[config.mk]
export PLATFORM = sky130hd
export DESIGN_NAME = sll_link
export DESIGN_NICKNAME = d
export VERILOG_FILES = /design/src/inc/sll_pkg.sv /design/src/core/sll_fifo.sv /design/src/core/sll_link.sv
export SDC_FILE = /design/constraint.sdc
export NUM_CORES = 1
export LEC_CHECK = 0
export ABC_AREA = 1
export BUFFER_PORTS_ARGS = -buffer_cell sky130_fd_sc_hd__buf_2
export CELL_PAD_IN_SITES_DETAIL_PLACEMENT = 1
export CELL_PAD_IN_SITES_GLOBAL_PLACEMENT = 2
export CORE_AREA = 5 5 250 252
export CTS_BUF_LIST = sky130_fd_sc_hd__clkbuf_4 sky130_fd_sc_hd__clkbuf_8
export CTS_CLUSTER_DIAMETER = 120
export CTS_CLUSTER_SIZE = 30
export DETAILED_ROUTE_END_ITERATION = 7
export DIE_AREA = 0 0 255 257
export PLACE_DENSITY_LB_ADDON = 0.15
export RECOVER_POWER = 50
export SYNTH_ARGS = -nofsm -noshare
export SYNTH_HDL_FRONTEND = slang
export SYNTH_SLANG_ARGS = --single-unit
[constraint.sdc]
create_clock -name clock -period 4.8 [get_ports clock]
set_input_delay 0.24 -clock clock [delete_from_list [all_inputs] [get_ports clock]]
set_output_delay 0.24 -clock clock [all_outputs]
set_load 0.005 [all_outputs]
[src/inc/sll_pkg.sv]
// Constants and types for the serial loader link front end
// Function
// - First interface used locks out the other until reset or new code runs.
// - All timing counts crystal clock cycles; no faster clock is assumed.
// - Both interfaces feed one byte path with identical format and protocol.
// - Async frames are 8 data bits, no parity, one stop bit.
// - Loader times sync pulses and sets its async divisor from them.
// - After successful detection loader sends one 0xCC byte at that rate.
// - Synchronous port uses SPI format, clock polarity one, phase one.
// - Host is master driving the clock; loader is slave, no clock detection.
// - Loader answers packets with 0xCC on success, 0x33 on failure.
// - While awaiting a response, zero bytes are skipped; first non-zero taken.
package sll_pkg;
  // Register offsets
  localparam logic [7:0] SLL_REG_CTRL = 8'h00;
  localparam logic [7:0] SLL_REG_STATUS = 8'h04;
  localparam logic [7:0] SLL_REG_DIV = 8'h08;
  // Control field positions
  localparam int SLL_CTRL_EXPECT = 0;
  localparam int SLL_CTRL_ACK = 1;
  localparam int SLL_CTRL_NAK = 2;
  localparam int SLL_CTRL_EXIT = 3;
  // Status field positions
  localparam int SLL_ST_UART = 0;
  localparam int SLL_ST_SPI = 1;
  localparam int SLL_ST_BAUD = 2;
  localparam int SLL_ST_EXPECT = 3;
  localparam int SLL_ST_EXIT = 4;
  localparam int SLL_ST_OVR = 5;
  localparam int SLL_ST_FERR = 6;
  // Byte codes
  localparam logic [7:0] SLL_BYTE_SYNC = 8'h55;
  localparam logic [7:0] SLL_BYTE_ACK = 8'hCC;
  localparam logic [7:0] SLL_BYTE_NAK = 8'h33;
  localparam logic [7:0] SLL_BYTE_ZERO = 8'h00;
  // Timing in crystal cycles
  localparam int SLL_CLK_HZ = 10000000;
  localparam int SLL_BAUD_RATIO = 32;
  localparam logic [15:0] SLL_MIN_IV = 16'(2 * SLL_BAUD_RATIO);
  localparam logic [15:0] SLL_MAX_CNT = 16'hFFFF;
  localparam logic [3:0] SLL_EDGES_MEAS = 4'h8;
  localparam int SLL_AVG_SHIFT = 4;
  localparam logic [15:0] SLL_DIV_RST = 16'h0020;
  // Synchroniser reset levels {mosi, cs_n, sclk, rx}
  localparam logic [3:0] SLL_SYNC_RST = 4'h7;
  localparam int SLL_FIFO_W = 8;
  localparam int SLL_FIFO_D = 32;
  typedef enum logic [1:0] {SLL_LK_NONE = 2'b00, SLL_LK_UART = 2'b01,
                            SLL_LK_SPI = 2'b10} sll_lock_t;
  typedef enum logic [1:0] {SLL_AB_IDLE = 2'b00, SLL_AB_MEAS = 2'b01,
                            SLL_AB_TAIL = 2'b11, SLL_AB_DONE = 2'b10} sll_ab_t;
  typedef enum logic [1:0] {SLL_UR_IDLE = 2'b00, SLL_UR_START = 2'b01,
                            SLL_UR_DATA = 2'b11, SLL_UR_STOP = 2'b10} sll_ur_t;
endpackage

[src/core/sll_fifo.sv]
// Byte FIFO with registered output stage
`timescale 1ns/1ps
`default_nettype none
module sll_fifo #(
  parameter int W = 8,
  parameter int D = 32
) (
  input wire logic clock,
  input wire logic nrst,
  input wire logic [W-1:0] in_data,
  input wire logic in_valid,
  output logic in_ready,
  output logic [W-1:0] out_data,
  output logic out_valid,
  input wire logic out_ready
);
  localparam int AW = $clog2(D);
  logic [W-1:0] mem_r [D];
  logic [AW-1:0] wp_r;
  logic [AW-1:0] rp_r;
  logic [AW:0] cnt_r;
  logic push;
  logic pop;

  // Full and empty from the word count
  assign in_ready = (cnt_r != (AW+1)'(D));
  assign push = in_valid && in_ready;
  assign pop = (cnt_r != '0) && (!out_valid || out_ready);

  // Storage write
  always_ff @(posedge clock) begin
    if (push) begin
      mem_r[wp_r] <= in_data;
    end
  end

  // Pointers and count
  always_ff @(posedge clock) begin
    if (!nrst) begin
      wp_r <= '0;
      rp_r <= '0;
      cnt_r <= '0;
    end else begin
      if (push) begin
        wp_r <= AW'(wp_r + 1'b1);
      end
      if (pop) begin
        rp_r <= AW'(rp_r + 1'b1);
      end
      cnt_r <= (AW+1)'(cnt_r + {{AW{1'b0}}, push} - {{AW{1'b0}}, pop});
    end
  end

  // Output stage
  always_ff @(posedge clock) begin
    if (!nrst) begin
      out_valid <= 1'b0;
      out_data <= '0;
    end else if (pop) begin
      out_valid <= 1'b1;
      out_data <= mem_r[rp_r];
    end else if (out_ready) begin
      out_valid <= 1'b0;
    end
  end
endmodule
`default_nettype wire

[src/core/sll_link.sv]
// Serial loader link: async port with autobaud and SPI mode 3 slave
//
// Strobed register access and the register offsets are this design's own decisions.
`timescale 1ns/1ps
`default_nettype none
module sll_link import sll_pkg::*; (
  input wire logic clock,
  input wire logic nrst,
  input wire logic [7:0] reg_addr,
  input wire logic [31:0] reg_wdata,
  input wire logic reg_wr,
  input wire logic reg_rd,
  output logic [31:0] reg_rdata,
  input wire logic uart_rx,
  output logic uart_tx,
  input wire logic spi_sclk,
  input wire logic spi_cs_n,
  input wire logic spi_mosi,
  output logic spi_miso_o,
  output logic spi_miso_oe,
  output logic [7:0] rx_data,
  output logic rx_valid,
  input wire logic rx_ready,
  input wire logic [7:0] tx_data,
  input wire logic tx_valid,
  output logic tx_ready
);
  logic [3:0] s1_r;
  logic [3:0] s2_r;
  logic [3:0] pv_r;
  logic rx_l, rx_fall, rx_rise, sclk_fall, sclk_rise, cs_fall, cs_l, mosi_l;
  sll_lock_t lock_r;
  logic exit_r, expect_r, baud_ok_r, ovr_r, ferr_r;
  logic uart_ok, spi_ok;
  sll_ab_t ab_r;
  logic [15:0] ab_cnt_r, ab_first_r, div_r;
  logic [19:0] ab_tot_r;
  logic [3:0] ab_edges_r;
  logic iv_ok;
  sll_ur_t ur_r;
  logic [15:0] ur_cnt_r;
  logic [2:0] ur_idx_r;
  logic [7:0] ur_sh_r;
  logic ur_done;
  logic [9:0] ut_sh_r;
  logic [3:0] ut_n_r;
  logic [15:0] ut_cnt_r;
  logic [2:0] sp_bit_r;
  logic [7:0] sp_rsh_r, sp_tsh_r;
  logic sp_done;
  logic cc_pend_r, resp_pend_r, hold_v_r;
  logic [7:0] resp_r, hold_r;
  logic nb_v, take;
  logic [7:0] nb_d;
  logic rx_p;
  logic [7:0] rx_b;
  logic pend_v_r;
  logic [7:0] pend_r;
  logic fifo_in_ready;
  logic wr_ctrl;

  // Two-stage synchronisers, then an edge history register
  always_ff @(posedge clock) begin
    if (!nrst) begin
      s1_r <= SLL_SYNC_RST;
      s2_r <= SLL_SYNC_RST;
      pv_r <= SLL_SYNC_RST;
    end else begin
      s1_r <= {spi_mosi, spi_cs_n, spi_sclk, uart_rx};
      s2_r <= s1_r;
      pv_r <= s2_r;
    end
  end
  assign rx_l = s2_r[0];
  assign rx_fall = pv_r[0] && !s2_r[0];
  assign rx_rise = !pv_r[0] && s2_r[0];
  assign sclk_fall = pv_r[1] && !s2_r[1];
  assign sclk_rise = !pv_r[1] && s2_r[1];
  assign cs_l = !s2_r[2];
  assign cs_fall = pv_r[2] && !s2_r[2];
  assign mosi_l = s2_r[3];

  // Interface lock: first port to show activity wins
  assign uart_ok = !exit_r && (lock_r != SLL_LK_SPI);
  assign spi_ok = !exit_r && (lock_r != SLL_LK_UART);
  always_ff @(posedge clock) begin
    if (!nrst) begin
      lock_r <= SLL_LK_NONE;
    end else begin
      case (lock_r)
        SLL_LK_NONE: begin
          if (!exit_r && cs_fall) begin
            lock_r <= SLL_LK_SPI;
          end else if (!exit_r && rx_fall) begin
            lock_r <= SLL_LK_UART;
          end
        end
        default: lock_r <= lock_r;
      endcase
    end
  end

  // Interval check against the first spacing, within a quarter
  always_comb begin
    iv_ok = 1'b0;
    if (ab_edges_r == 4'h1) begin
      iv_ok = (ab_cnt_r >= SLL_MIN_IV);
    end else if (ab_cnt_r >= ab_first_r) begin
      iv_ok = ((ab_cnt_r - ab_first_r) <= (ab_first_r >> 2));
    end else begin
      iv_ok = ((ab_first_r - ab_cnt_r) <= (ab_first_r >> 2));
    end
  end

  // Autobaud: time eight 2-bit spacings of the 0x55 0x55 train
  always_ff @(posedge clock) begin
    if (!nrst) begin
      ab_r <= SLL_AB_IDLE;
      ab_cnt_r <= '0;
      ab_tot_r <= '0;
      ab_first_r <= '0;
      ab_edges_r <= '0;
      div_r <= SLL_DIV_RST;
      baud_ok_r <= 1'b0;
    end else begin
      ab_cnt_r <= 16'(ab_cnt_r + 1'b1);
      ab_tot_r <= 20'(ab_tot_r + 1'b1);
      case (ab_r)
        SLL_AB_IDLE: begin
          if (uart_ok && rx_fall) begin
            ab_r <= SLL_AB_MEAS;
            ab_cnt_r <= 16'h0001;
            ab_tot_r <= 20'h00001;
            ab_edges_r <= 4'h1;
          end
        end
        SLL_AB_MEAS: begin
          if (ab_cnt_r == SLL_MAX_CNT || !uart_ok) begin
            ab_r <= SLL_AB_IDLE;
          end else if (rx_fall) begin
            if (!iv_ok) begin
              ab_r <= SLL_AB_IDLE;
            end else begin
              if (ab_edges_r == 4'h1) begin
                ab_first_r <= ab_cnt_r;
              end
              ab_cnt_r <= 16'h0001;
              ab_edges_r <= 4'(ab_edges_r + 1'b1);
              if (ab_edges_r == SLL_EDGES_MEAS) begin
                div_r <= 16'(ab_tot_r >> SLL_AVG_SHIFT);
                ab_r <= SLL_AB_TAIL;
                ab_edges_r <= '0;
              end
            end
          end
        end
        SLL_AB_TAIL: begin
          // Last data fall, then the stop bit rise
          if (ab_cnt_r == SLL_MAX_CNT || !uart_ok) begin
            ab_r <= SLL_AB_IDLE;
          end else if (rx_fall) begin
            ab_edges_r <= 4'h1;
          end else if (rx_rise && ab_edges_r == 4'h1) begin
            ab_r <= SLL_AB_DONE;
            baud_ok_r <= 1'b1;
          end
        end
        SLL_AB_DONE: ab_r <= SLL_AB_DONE;
        default: ab_r <= SLL_AB_IDLE;
      endcase
    end
  end

  // Async receiver at the measured divisor
  assign ur_done = (ur_r == SLL_UR_STOP) && (ur_cnt_r == '0) && rx_l;
  always_ff @(posedge clock) begin
    if (!nrst) begin
      ur_r <= SLL_UR_IDLE;
      ur_cnt_r <= '0;
      ur_idx_r <= '0;
      ur_sh_r <= '0;
      ferr_r <= 1'b0;
    end else begin
      if (ur_cnt_r != '0) begin
        ur_cnt_r <= 16'(ur_cnt_r - 1'b1);
      end
      case (ur_r)
        SLL_UR_IDLE: begin
          if (baud_ok_r && uart_ok && rx_fall) begin
            ur_r <= SLL_UR_START;
            ur_cnt_r <= div_r >> 1;
          end
        end
        SLL_UR_START: begin
          if (ur_cnt_r == '0) begin
            ur_r <= rx_l ? SLL_UR_IDLE : SLL_UR_DATA;
            ur_cnt_r <= 16'(div_r - 1'b1);
            ur_idx_r <= '0;
          end
        end
        SLL_UR_DATA: begin
          if (ur_cnt_r == '0) begin
            ur_sh_r <= {rx_l, ur_sh_r[7:1]};
            ur_idx_r <= 3'(ur_idx_r + 1'b1);
            ur_cnt_r <= 16'(div_r - 1'b1);
            if (ur_idx_r == 3'h7) begin
              ur_r <= SLL_UR_STOP;
            end
          end
        end
        SLL_UR_STOP: begin
          if (ur_cnt_r == '0) begin
            ur_r <= SLL_UR_IDLE;
            ferr_r <= ferr_r || !rx_l;
          end
        end
        default: ur_r <= SLL_UR_IDLE;
      endcase
    end
  end

  // Next byte to send: sync answer, then packet answer, then user data
  always_comb begin
    nb_v = 1'b1;
    nb_d = SLL_BYTE_ZERO;
    if (cc_pend_r) begin
      nb_d = SLL_BYTE_ACK;
    end else if (resp_pend_r) begin
      nb_d = resp_r;
    end else if (hold_v_r) begin
      nb_d = hold_r;
    end else begin
      nb_v = 1'b0;
    end
  end
  assign take = (lock_r == SLL_LK_UART) ? (uart_ok && baud_ok_r && nb_v && ut_n_r == '0)
              : (spi_ok && cs_l && sclk_fall && sp_bit_r == '0 && nb_v);
  assign wr_ctrl = reg_wr && (reg_addr == SLL_REG_CTRL);

  // Transmit sources
  always_ff @(posedge clock) begin
    if (!nrst) begin
      cc_pend_r <= 1'b0;
      resp_pend_r <= 1'b0;
      resp_r <= SLL_BYTE_ZERO;
      hold_v_r <= 1'b0;
      hold_r <= SLL_BYTE_ZERO;
      tx_ready <= 1'b0;
    end else begin
      if (uart_ok && ab_r == SLL_AB_TAIL && rx_rise && ab_edges_r == 4'h1) begin
        cc_pend_r <= 1'b1;
      end else if (take && cc_pend_r) begin
        cc_pend_r <= 1'b0;
      end
      if (wr_ctrl && (reg_wdata[SLL_CTRL_ACK] || reg_wdata[SLL_CTRL_NAK])) begin
        resp_pend_r <= 1'b1;
        resp_r <= reg_wdata[SLL_CTRL_ACK] ? SLL_BYTE_ACK : SLL_BYTE_NAK;
      end else if (take && !cc_pend_r) begin
        resp_pend_r <= 1'b0;
      end
      if (tx_valid && tx_ready) begin
        hold_v_r <= 1'b1;
        hold_r <= tx_data;
      end else if (take && !cc_pend_r && !resp_pend_r) begin
        hold_v_r <= 1'b0;
      end
      tx_ready <= !hold_v_r && !(tx_valid && tx_ready);
    end
  end

  // Async transmitter: start, eight bits LSB first, stop
  always_ff @(posedge clock) begin
    if (!nrst) begin
      ut_sh_r <= '1;
      ut_n_r <= '0;
      ut_cnt_r <= '0;
      uart_tx <= 1'b1;
    end else if (take && lock_r == SLL_LK_UART) begin
      ut_sh_r <= {1'b1, nb_d, 1'b0};
      ut_n_r <= 4'hA;
      ut_cnt_r <= 16'(div_r - 1'b1);
      uart_tx <= 1'b0;
    end else if (ut_n_r != '0) begin
      if (ut_cnt_r == '0) begin
        ut_sh_r <= {1'b1, ut_sh_r[9:1]};
        ut_n_r <= 4'(ut_n_r - 1'b1);
        ut_cnt_r <= 16'(div_r - 1'b1);
        uart_tx <= (ut_n_r == 4'h1) ? 1'b1 : ut_sh_r[1];
      end else begin
        ut_cnt_r <= 16'(ut_cnt_r - 1'b1);
      end
    end
  end

  // SPI mode 3 slave: drive on falling edge, sample on rising edge
  assign sp_done = spi_ok && cs_l && sclk_rise && sp_bit_r == 3'h7;
  always_ff @(posedge clock) begin
    if (!nrst) begin
      sp_bit_r <= '0;
      sp_rsh_r <= '0;
      sp_tsh_r <= '0;
      spi_miso_o <= 1'b0;
      spi_miso_oe <= 1'b0;
    end else if (!spi_ok || !cs_l) begin
      sp_bit_r <= '0;
      spi_miso_oe <= 1'b0;
    end else begin
      spi_miso_oe <= 1'b1;
      if (sclk_fall) begin
        if (sp_bit_r == '0) begin
          spi_miso_o <= nb_d[7];
          sp_tsh_r <= {nb_d[6:0], 1'b0};
        end else begin
          spi_miso_o <= sp_tsh_r[7];
          sp_tsh_r <= {sp_tsh_r[6:0], 1'b0};
        end
      end
      if (sclk_rise) begin
        sp_rsh_r <= {sp_rsh_r[6:0], mosi_l};
        sp_bit_r <= 3'(sp_bit_r + 1'b1);
      end
    end
  end

  // Common receive path for either port
  assign rx_p = ur_done || sp_done;
  assign rx_b = ur_done ? ur_sh_r : {sp_rsh_r[6:0], mosi_l};

  // Zero skip, holding stage stalled by the FIFO
  always_ff @(posedge clock) begin
    if (!nrst) begin
      pend_v_r <= 1'b0;
      pend_r <= '0;
      ovr_r <= 1'b0;
      expect_r <= 1'b0;
    end else begin
      if (pend_v_r && fifo_in_ready) begin
        pend_v_r <= 1'b0;
      end
      if (rx_p && !(expect_r && rx_b == SLL_BYTE_ZERO)) begin
        if (pend_v_r && !fifo_in_ready) begin
          ovr_r <= 1'b1;
        end else begin
          pend_v_r <= 1'b1;
          pend_r <= rx_b;
        end
      end
      if (wr_ctrl && reg_wdata[SLL_CTRL_EXPECT]) begin
        expect_r <= 1'b1;
      end else if (rx_p && rx_b != SLL_BYTE_ZERO) begin
        expect_r <= 1'b0;
      end
    end
  end

  sll_fifo #(.W(SLL_FIFO_W), .D(SLL_FIFO_D)) u_fifo (
    .clock(clock),
    .nrst(nrst),
    .in_data(pend_r),
    .in_valid(pend_v_r),
    .in_ready(fifo_in_ready),
    .out_data(rx_data),
    .out_valid(rx_valid),
    .out_ready(rx_ready)
  );

  // Register writes: loader exit
  always_ff @(posedge clock) begin
    if (!nrst) begin
      exit_r <= 1'b0;
    end else if (wr_ctrl && reg_wdata[SLL_CTRL_EXIT]) begin
      exit_r <= 1'b1;
    end
  end

  // Register reads, data one cycle after the strobe
  always_ff @(posedge clock) begin
    if (!nrst) begin
      reg_rdata <= '0;
    end else if (reg_rd) begin
      case (reg_addr)
        SLL_REG_STATUS: begin
          reg_rdata <= '0;
          reg_rdata[SLL_ST_UART] <= (lock_r == SLL_LK_UART);
          reg_rdata[SLL_ST_SPI] <= (lock_r == SLL_LK_SPI);
          reg_rdata[SLL_ST_BAUD] <= baud_ok_r;
          reg_rdata[SLL_ST_EXPECT] <= expect_r;
          reg_rdata[SLL_ST_EXIT] <= exit_r;
          reg_rdata[SLL_ST_OVR] <= ovr_r;
          reg_rdata[SLL_ST_FERR] <= ferr_r;
        end
        SLL_REG_DIV: reg_rdata <= {16'h0000, div_r};
        default: reg_rdata <= '0;
      endcase
    end else begin
      reg_rdata <= '0;
    end
  end
endmodule
`default_nettype wire

==> impl_results.md, run 1 <==
* Yosys top cell area share at 32.4%
* Fin Clk Skew at 0.0299 ns
* Place WS at 0.492 ns
* Syn-to-layout area delta at 5.73%
* Detailed placer's ending HPWL at 48000 um
* Area leader, netlist: edfxtp_1
* Reg-to-reg endpoint: ab_cnt_r[0]
* Placer Congestion at 0.839
* Peak VDD IR at 224 uV
* Mapped Area at 23800 sq um
* Slew Viols, Final at 245
* Max H-tree Level at 1
* Setup bufs post-CTS at 0
* Global route overflow at 0
* Top cells by area, synth: edfxtp_1 (32%), dfxtp_1 (20%), nor2_1 (6.7%)
* Register Area at 12400 sq um
* Die Width at 255 um
* Min Tclk post-route at 4.29 ns
* Vias in the first global route at 19400
* Drt via density at 5.27
* Layout Utilization at 41.9%
* IO Pins at 103
* WP data arrival at 4.84 ns
* Status: finished with violations
* Initial antenna violation count at 1
* TritonCTS clock tree: yes
* Die Span Y at 257 um
* Post-synthesis cell type count at 65
* Fmax at 233 MHz
* Final Hold Viols at 0
* Final Cell Area at 25100 sq um
* Area after DPL at 24600 sq um
* Lkg Pwr at 10.1 nW
* Post-synthesis sequential area ratio at 52.0%
* Worst Hold Class: primary input to flip-flop
* Setup ws final at 0.512 ns
* Die area at 65500 sq um
* Register bit count reported by yosys at 489
* Relative slew slack at -35.1%
* Synthesis Warnings at 0
* Resized cells post-CTS at 0
* Crit start category: flip-flop
* Drt wl/cell at 19.3 um
* Fill count at 7110
* Syn avg cell area at 8.74 sq um
* WHS at 0.0896 ns
* Non-Filler Instances at 3522
* Share of post-route cells with drive strength above 1 at 5.62%
* Min-Delay Endpoint: hold_v_r
* Worst path required time at 5.35 ns
* Final setup TNS at 0 ns
* Worst R2R Start: ab_cnt_r[2]
* CP max FO at 11
* Power Density at 407 nW/um^2
* Starting Density at 39.7%
* Clock tree buffer depth at 3
* First-pass GRT wire length at 107000 um
* Least-Margin Pin Slew at 2.03 ns
* CP Class: flip-flop to flip-flop
* RSZ-0062 raised after global routing: no
* Placed cells at 3469
* Asr flop ratio synth at 0%
* Total track usage at 20.3%
* WL final at 67800 um
* DR iter-0 viols at 941
* Row count at 90
* # setup viols final at 0
* Final net count at 2879
* Ys flop type: edfxtp_1
* Number of synthesized flops with an enable pin at 256
* Worst Setup End Kind: flip-flop
* Number of antenna-violating nets in the routed design at 0
* CTS clk-pin slew, worst paths at 0.18 ns
* Port-buffer cells at 58
* Multi-input gate area at 9630 sq um
* Sink Count at 489
* Reg2reg setup slack at 0.51 ns
* Max cap viols at 7
* Failing checks: max-capacitance violations, max-slew violations
* DR pass1 iterations at 5
* Cell count of the worst reg-to-reg path at 26
* Overall power at 10.2 mW
* Hold path depth at 5
* Pin count of the biggest net entering global routing at 83
* Remaining DRCs at 0
* Synthesized instance count at 2720
* Vias at 18600
* Period utilization at 89.3%
* Core Region at 59900 sq um
* Clock root cell: clkbuf_8
* Total CTS buffers at 20
* Latest clock arrival within the worst-skew pair at 0.66 ns
* Min-delay src: tx_valid
==> power breakdown <==
part | internal, mW | switching, mW | leakage (nW) | total, mW
combinational | 1.21 | 2.47 | 5.17 | 3.68
sequential | 4.57 | 0.228 | 4.69 | 4.80
clock | 0.487 | 1.27 | 0.207 | 1.76
total | 6.27 | 3.97 | 10.1 | 10.2
==> kinds of logic after synthesis <==
family,Yosys count,share of synthesized area [%]
flops,489,52.0
mux,1,0.0421
compound gates,530,12.9
simple gates,1105,20.2
other cells,1,0.0158
xor+xnor,58,2.14
buf+inv,443,7.72
fa+ha+maj,93,4.99
==> worst max-delay path by stage <==
stage / from / to / cells after the start
after floorplan: ab_cnt_r[6] / div_r[4] / 27
after global placement: ab_cnt_r[2] / ab_first_r[2] / 24
after detailed placement: ab_cnt_r[2] / ab_cnt_r[0] / 26
after CTS: ab_cnt_r[2] / ab_cnt_r[0] / 26
after global routing: ab_cnt_r[3] / ab_first_r[10] / 24
final: ab_cnt_r[2] / ab_cnt_r[0] / 26
==> synth_stat cells (4+ instances only) <==
master    count
nand4_1      47
a31oi_1      14
xnor2_1      14
inv_2        13
clkbuf_1     83
o21bai_1      5
o221ai_1     32
nor4_1       13
nand2_2      11
nand3_1     110
buf_2         8
inv_1       298
nand3_2       8
o22ai_1      49
o31ai_1       4
o21a_1        4
ha_1         90
o21ai_1       4
nand2_1     396
nor2_2        7
o21ai_0     219
nor3b_1       4
nor2_4        8
xor2_1       44
o211ai_1     35
or2_2         9
dfxtp_1     233
nor2_1      424
buf_6         9
edfxtp_1    256
nor3_1       50
buf_4        25
a211oi_1      4
a21oi_1     140
==> routing by layer <==
metal | vias up | part of all wire (%) | global-route usage [%]
met5 | - | 0 | 0
met3 | 69 | 2.1 | 1.78
li1 | 9129 | - | -
met2 | 209 | 50 | 36.5
met4 | 0 | 2.3 | 4.21
met1 | 9165 | 45 | 26.6
==> critical path, stage by stage, from the launching register on <==
cell and delay (ns):
dfxtp_1 0.45, inv_1 0.10, ha_1 0.49, nand2_2 0.11, inv_2 0.07, nand2_1 0.05, nand2_2 0.09, nand2_1 0.07
nand2_2 0.13, inv_1 0.07, o21bai_1 0.22, xor2_1 0.12, ha_1 0.32, nand2_1 0.06, nor2_1 0.20, and2_1 0.18
nand2_1 0.06, nand4_1 0.07, nand2_1 0.06, nand2_1 0.06, nand2_1 0.08, nand3_1 0.17, nand3_2 0.18, nand4_4 0.18
nand2_1 0.30, o21ai_0 0.25, inv_1 0.06
==> flip-flops by register name (all words and copies together), names as in the netlist, 7 cells and up <==
| register | cells |
|---|---|
| ab_cnt_r | 16 |
| ab_first_r | 16 |
| ab_tot_r | 20 |
| div_r | 16 |
| hold_r | 8 |
| pend_r | 8 |
| reg_rdata | 16 |
| sp_rsh_r | 7 |
| sp_tsh_r | 7 |
| u_fifo.mem_r | 256 |
| u_fifo.out_data | 8 |
| ur_cnt_r | 16 |
| ur_sh_r | 8 |
| ut_cnt_r | 16 |
| ut_sh_r | 8 |
==> repair_timing <==
action,CTS,global route
hold buffers,19,0
endpoints found under the setup margin,0,0
hold endpoints to repair,23,0
==> layout make-up <==
type	instances	area share, %
flip-flops and latches	489	49.2
multi-input cells	1803	38.3
inverters	315	4.72
well taps	782	3.89
repair buffers	99	2.34
clock buffers	30	1.39
clock inverters	3	0.144
diodes	1	0.00996
==> layout by cell type (no fill, tap or decap), drive strengths merged, types with 60 or more instances in the layout <==
| cell type | count |
|---|---|
| nand3 | 119 |
| edfxtp | 256 |
| ha | 90 |
| nand2 | 410 |
| o21ai | 225 |
| a21oi | 142 |
| nor2 | 439 |
| inv | 312 |
| clkbuf | 60 |
| dfxtp | 233 |
Power figures use the tool's default switching activity.
==> inputs of run 2 (changes only) <==
Settings changed: HOLD_SLACK_MARGIN set to 0.12.
==> impl_results.md, run 2 (same netlist as run 1, synthesis figures left out) <==
* CP Class: flip-flop to flip-flop
* Relative slew slack at -38.6%
* Largest registers: u_fifo.mem_r x256, ab_tot_r x20
* Max H-tree Level at 1
* Worst path required time at 5.35 ns
* Die Width at 255 um
* Detailed placer's ending HPWL at 48000 um
* Most frequent cells in the layout: nor2_1 (425), nand2_1 (397), inv_1 (297), edfxtp_1 (256), dfxtp_1 (231)
* Latest clock arrival within the worst-skew pair at 0.65 ns
* Largest register FFs at 256
* CP max FO at 11
* Peak VDD IR at 226 uV
* Initial antenna violation count at 1
* WP data arrival at 4.83 ns
* Remaining DRCs at 0
* Die area at 65500 sq um
* Vias at 18600
* Total CTS buffers at 20
* Commonest non-fill, non-tap cell in the layout: nor2_1
* Final net count at 2893
* Least-Margin Pin Slew at 2.08 ns
* Row count at 90
* Clock root cell: clkbuf_8
* Number of antenna-violating nets in the routed design at 0
* Crit start category: flip-flop
* Global route overflow at 0
* Area after DPL at 24600 sq um
* Min Tclk post-route at 4.28 ns
* Clock tree buffer depth at 3
* Port-buffer cells at 58
* Die Span Y at 257 um
* Slew Viols, Final at 245
* Core Region at 59900 sq um
* # setup viols final at 0
* DR pass1 iterations at 5
* Final setup TNS at 0 ns
* Pin count of the biggest net entering global routing at 83
* Syn-to-layout area delta at 6.32%
* WL final at 68000 um
* Share of post-route cells with drive strength above 1 at 5.59%
* RSZ-0062 raised after global routing: no
* Drt wl/cell at 19.2 um
* IO Pins at 103
* Period utilization at 89.1%
* Worst Hold Class: primary input to flip-flop
* Power Density at 406 nW/um^2
* Register with the most flip-flops: u_fifo.mem_r
* Setup ws final at 0.523 ns
* CTS clk-pin slew, worst paths at 0.17 ns
* Fmax at 234 MHz
* Max cap viols at 7
* Failing checks: max-capacitance violations, max-slew violations
* Drt via density at 5.27
* First-pass GRT wire length at 108000 um
* Final Cell Area at 25300 sq um
* Vias in the first global route at 19500
* Final Hold Viols at 0
* Fin Clk Skew at 0.0319 ns
* Sink Count at 489
* Placer Congestion at 0.839
* Status: finished with violations
* DR iter-0 viols at 992
* Place WS at 0.492 ns
* Total track usage at 20.3%
* Lkg Pwr at 10.1 nW
* TritonCTS clock tree: yes
* Starting Density at 39.7%
* Resized cells post-CTS at 0
* Worst Setup End Kind: flip-flop
==> run 2: area by class of cell <==
type	count	area, sq um
antenna	1	2.50
tap	782	978
sequential	489	12400
multi-input combinational	1803	9630
timing repair buffer	113	727
clock buffer	30	350
fill	7105	34600
inverter	315	1180
clock inverter	3	36.3
==> run 2: metal layers <==
metal	GRT usage [%]	part of all wire [%]	vias to the layer above	routed length, um
met1	26.7	45	9193	30500
met3	1.82	2.4	73	1630
met5	0	0	-	0
met2	36.6	50	213	34300
li1	-	-	9155	-
met4	4.33	2.4	0	1610
==> run 2: what timing repair did <==
action	in CTS	in global routing
buffers inserted	0	0
hold buffers	33	0
setup endpoints to repair	0	0
hold endpoints to repair	53	0
==> run 2: metrics by stage <==
stage / utilization, % / hold WS [ns] / power, mW / instances
2_1_floorplan: - / 0.338 / 7.54 / 2735
6_report: 42.2 / 0.181 / 10.2 / 3536
3_5_place_dp: 41.1 / 0.403 / 8.60 / 3469
5_1_grt: 42.2 / 0.179 / 11.0 / 3536
4_1_cts: 42.3 / 0.127 / 10.4 / 3535
3_3_place_gp: 41.1 / 0.397 / 8.47 / 3469
==> run 2: worst paths after layout <==
kind                    start            to  slack (ns)  depth (start not counted)
setup / recovery  ab_cnt_r[2]   ab_cnt_r[0]        0.52                         26
hold reg to reg       s1_r[3]       s2_r[3]        0.42                          2
setup reg to reg  ab_cnt_r[2]   ab_cnt_r[0]        0.52                         26
hold / removal    reg_addr[0]  reg_rdata[1]        0.18                          6
==> run 2: critical path: stages (launching register included) <==
cell	delay [ns]
dfxtp_1	0.45
inv_1	0.10
ha_1	0.50
nand2_2	0.11
inv_2	0.07
nand2_1	0.05
nand2_2	0.09
nand2_1	0.07
nand2_2	0.13
inv_1	0.07
o21bai_1	0.22
xor2_1	0.12
ha_1	0.32
nand2_1	0.06
nor2_1	0.19
and2_1	0.18
nand2_1	0.06
nand4_1	0.07
nand2_1	0.06
nand2_1	0.06
nand2_1	0.09
nand3_1	0.16
nand3_2	0.18
nand4_4	0.18
nand2_1	0.30
o21ai_0	0.25
inv_1	0.06
==> run 2: where the power goes <==
group | total [mW] | internal [mW] | switching [mW]
Sequential | 4.80 | 4.57 | 0.227
Clock | 1.76 | 0.487 | 1.27
Combinational | 3.69 | 1.21 | 2.48
Total | 10.2 | 6.27 | 3.98
==> inputs of run 3 (changes only) <==
Settings changed: BUFFER_PORTS_ARGS -buffer_cell sky130_fd_sc_hd__buf_2 to -buffer_cell sky130_fd_sc_hd__buf_4, CORE_AREA 5 5 250 252 to 5 5 257 259, DIE_AREA 0 0 255 257 to 0 0 262 264, SYNTH_HIERARCHICAL set to 1.
==> impl_results.md, run 3 <==
* Total CTS buffers at 20
* IO Pins at 103
* Die Span Y at 264 um
* Worst Setup End Kind: flip-flop
* WL final at 68200 um
* Least-Margin Pin Slew at 2.69 ns
* Post-synthesis sequential area ratio at 50.4%
* Number of antenna-violating nets in the routed design at 0
* Detailed placer's ending HPWL at 48300 um
* Placer Congestion at 0.835
* Remaining DRCs at 0
* Register with the most flip-flops: u_fifo/mem_r
* Total track usage at 19.4%
* CTS clk-pin slew, worst paths at 0.16 ns
* Vias at 19300
* Share of post-route cells with drive strength above 1 at 6.33%
* Slew Viols, Final at 182
* WHS at 0.216 ns
* Largest registers: u_fifo/mem_r x256, ab_tot_r x20
* Latest clock arrival within the worst-skew pair at 0.67 ns
* Relative slew slack at -79.1%
* Global route overflow at 0
* Top post-synthesis cells by count: nand2_1 (707), inv_1 (359), nor2_1 (328)
* Sink Count at 489
* CP max FO at 16
* Drt via density at 4.99
* Fmax at 230 MHz
* Port-buffer cells at 58
* Largest register FFs at 256
* Die area at 69200 sq um
* Min Tclk post-route at 4.35 ns
* Register Area at 12400 sq um
* DR iter-0 viols at 886
* Hold Buf Count CTS at 35
* Mapped Area at 24500 sq um
* Register bit count reported by yosys at 489
* Fin Clk Skew at 0.0494 ns
* Hold path depth at 4
* TritonCTS clock tree: yes
* Period utilization at 90.6%
* Lkg Pwr at 10.9 nW
* Synthesized instance count at 2954
* Most frequent cells in the layout: nand2_1 (708), inv_1 (357), nor2_1 (328), nand3_1 (264), edfxtp_1 (256)
* Worst Hold Class: primary input to flip-flop
* Final net count at 3141
* CP Class: flip-flop to flip-flop
* Crit start category: flip-flop
* Asr flop ratio synth at 0%
* Syn avg cell area at 8.30 sq um
* WP data arrival at 4.91 ns
* Worst path required time at 5.36 ns
* Top cells by area, synth: edfxtp_1 (31%), dfxtp_1 (19%), nand2_1 (11%)
* Setup bufs post-CTS at 0
* Pin count of the biggest net entering global routing at 89
* Number of synthesized flops with an enable pin at 256
* DR pass1 iterations at 5
* Failing checks: max-capacitance violations, max-slew violations
* First-pass GRT wire length at 109000 um
* Cell count of the worst reg-to-reg path at 24
* Cell with the most instances after synthesis: nand2_1
* Starting Density at 38.5%
* Area after DPL at 25600 sq um
* Max cap viols at 5
* Synthesis Warnings at 6
* Clock root cell: clkbuf_8
* Post-synthesis cell type count at 61
* # setup viols final at 0
* Power Density at 395 nW/um^2
* Final Hold Viols at 0
* Max H-tree Level at 1
* Area leader, netlist: edfxtp_1
* Vias in the first global route at 20000
* Peak VDD IR at 443 uV
* Initial antenna violation count at 2
* Fill count at 7655
* Overall power at 10.4 mW
* Clock tree buffer depth at 3
* Syn-to-layout area delta at 7.12%
* Final Cell Area at 26300 sq um
* Row count at 93
* Resized cells post-CTS at 0
* Commonest non-fill, non-tap cell in the layout: nand2_1
* Ys flop type: edfxtp_1
* Reg2reg setup slack at 0.45 ns
* Yosys top cell area share at 31.4%
* Status: finished with violations
* Multi-input gate area at 10000 sq um
* Core Region at 63600 sq um
* RSZ-0062 raised after global routing: no
* Drt wl/cell at 17.7 um
* Final setup TNS at 0 ns
* Die Width at 262 um
[run 3: cell types whose count changed after synthesis, sizes merged, moves of 15 or more]
cell,previous run,this run
nand2,410,729
inv,311,376
buf,45,88
a21oi,142,157
nand4,48,16
nor2,439,344
o221ai,32,6
o21ai,225,113
o22ai,49,5
nand3,119,270
clkbuf,83,34
[run 3: power by group]
group          switching, mW  total, mW  leakage (nW)  internal, mW
combinational           2.46       3.72          5.92          1.26
sequential             0.260       4.86          4.72          4.60
clock                   1.27       1.79         0.221         0.519
[run 3: per-layer routing]
metal | share of wire (%) | routed length, um | up-vias | global-route usage (%)
li1 | - | - | 9622 | -
met1 | 45 | 30800 | 9395 | 25.3
met2 | 51 | 34500 | 167 | 35.2
met3 | 2.1 | 1410 | 68 | 1.66
met4 | 2.2 | 1530 | 2 | 3.84
met5 | 0.019 | 13 | - | 0
[run 3: cells by family after synthesis]
| family | share of synthesized area (%) |
|---|---|
| xor+xnor | 2.32 |
| flops | 50.4 |
| other cells | 0.0153 |
| fa+ha+maj | 4.84 |
| simple gates | 25.3 |
| buf+inv | 8.86 |
| mux | 0.0408 |
| compound gates | 8.22 |
[run 3: worst paths after layout]
| check | startpoint | endpoint |
|---|---|---|
| worst max-delay path | ab_cnt_r[2] | ab_first_r[2] |
| worst min-delay path | tx_valid | tx_ready |
| worst max register to register | ab_cnt_r[2] | ab_first_r[2] |
| worst min register to register | s1_r[2] | s2_r[2] |
[run 3: stage by stage]
step                      cells  setup slack [ns]  util (%)
after detailed placement   3788             0.456      40.2
final                      3859             0.450      41.2
after global routing       3859            0.0914      41.2
after floorplan            2969              1.48         -
after CTS                  3858             0.377      41.4
after global placement     3788             0.541      40.2
[run 3: worst max-delay path, cell delays in order (launching register included)]
cell and delay, ns:
dfxtp_1 0.42, inv_1 0.10, ha_1 0.47, nand2_1 0.15, o31ai_1 0.61, nand3_1 0.14
nand2_1 0.12, xor2_1 0.21, ha_1 0.28, nand2_1 0.07, nor2_1 0.04, and2_1 0.14
nand2_1 0.06, nand3_1 0.08, nand2_1 0.06, nand2_1 0.04, nand2_1 0.09, nand4_1 0.11
nand3_2 0.15, nand2_4 0.10, nor2_4 0.11, nand2_4 0.12, nor2_4 0.39, nor2_1 0.09
nor2_1 0.12
[run 3: cell type report]
type                       count  area share [%]
clock buffer                  33            1.44
sequential                   489            47.1
multi-input combinational   1974            38.3
inverter                     384            5.50
tap                          855            4.08
clock inverter                 2           0.110
timing repair buffer         121            3.53
antenna                        1         0.00953
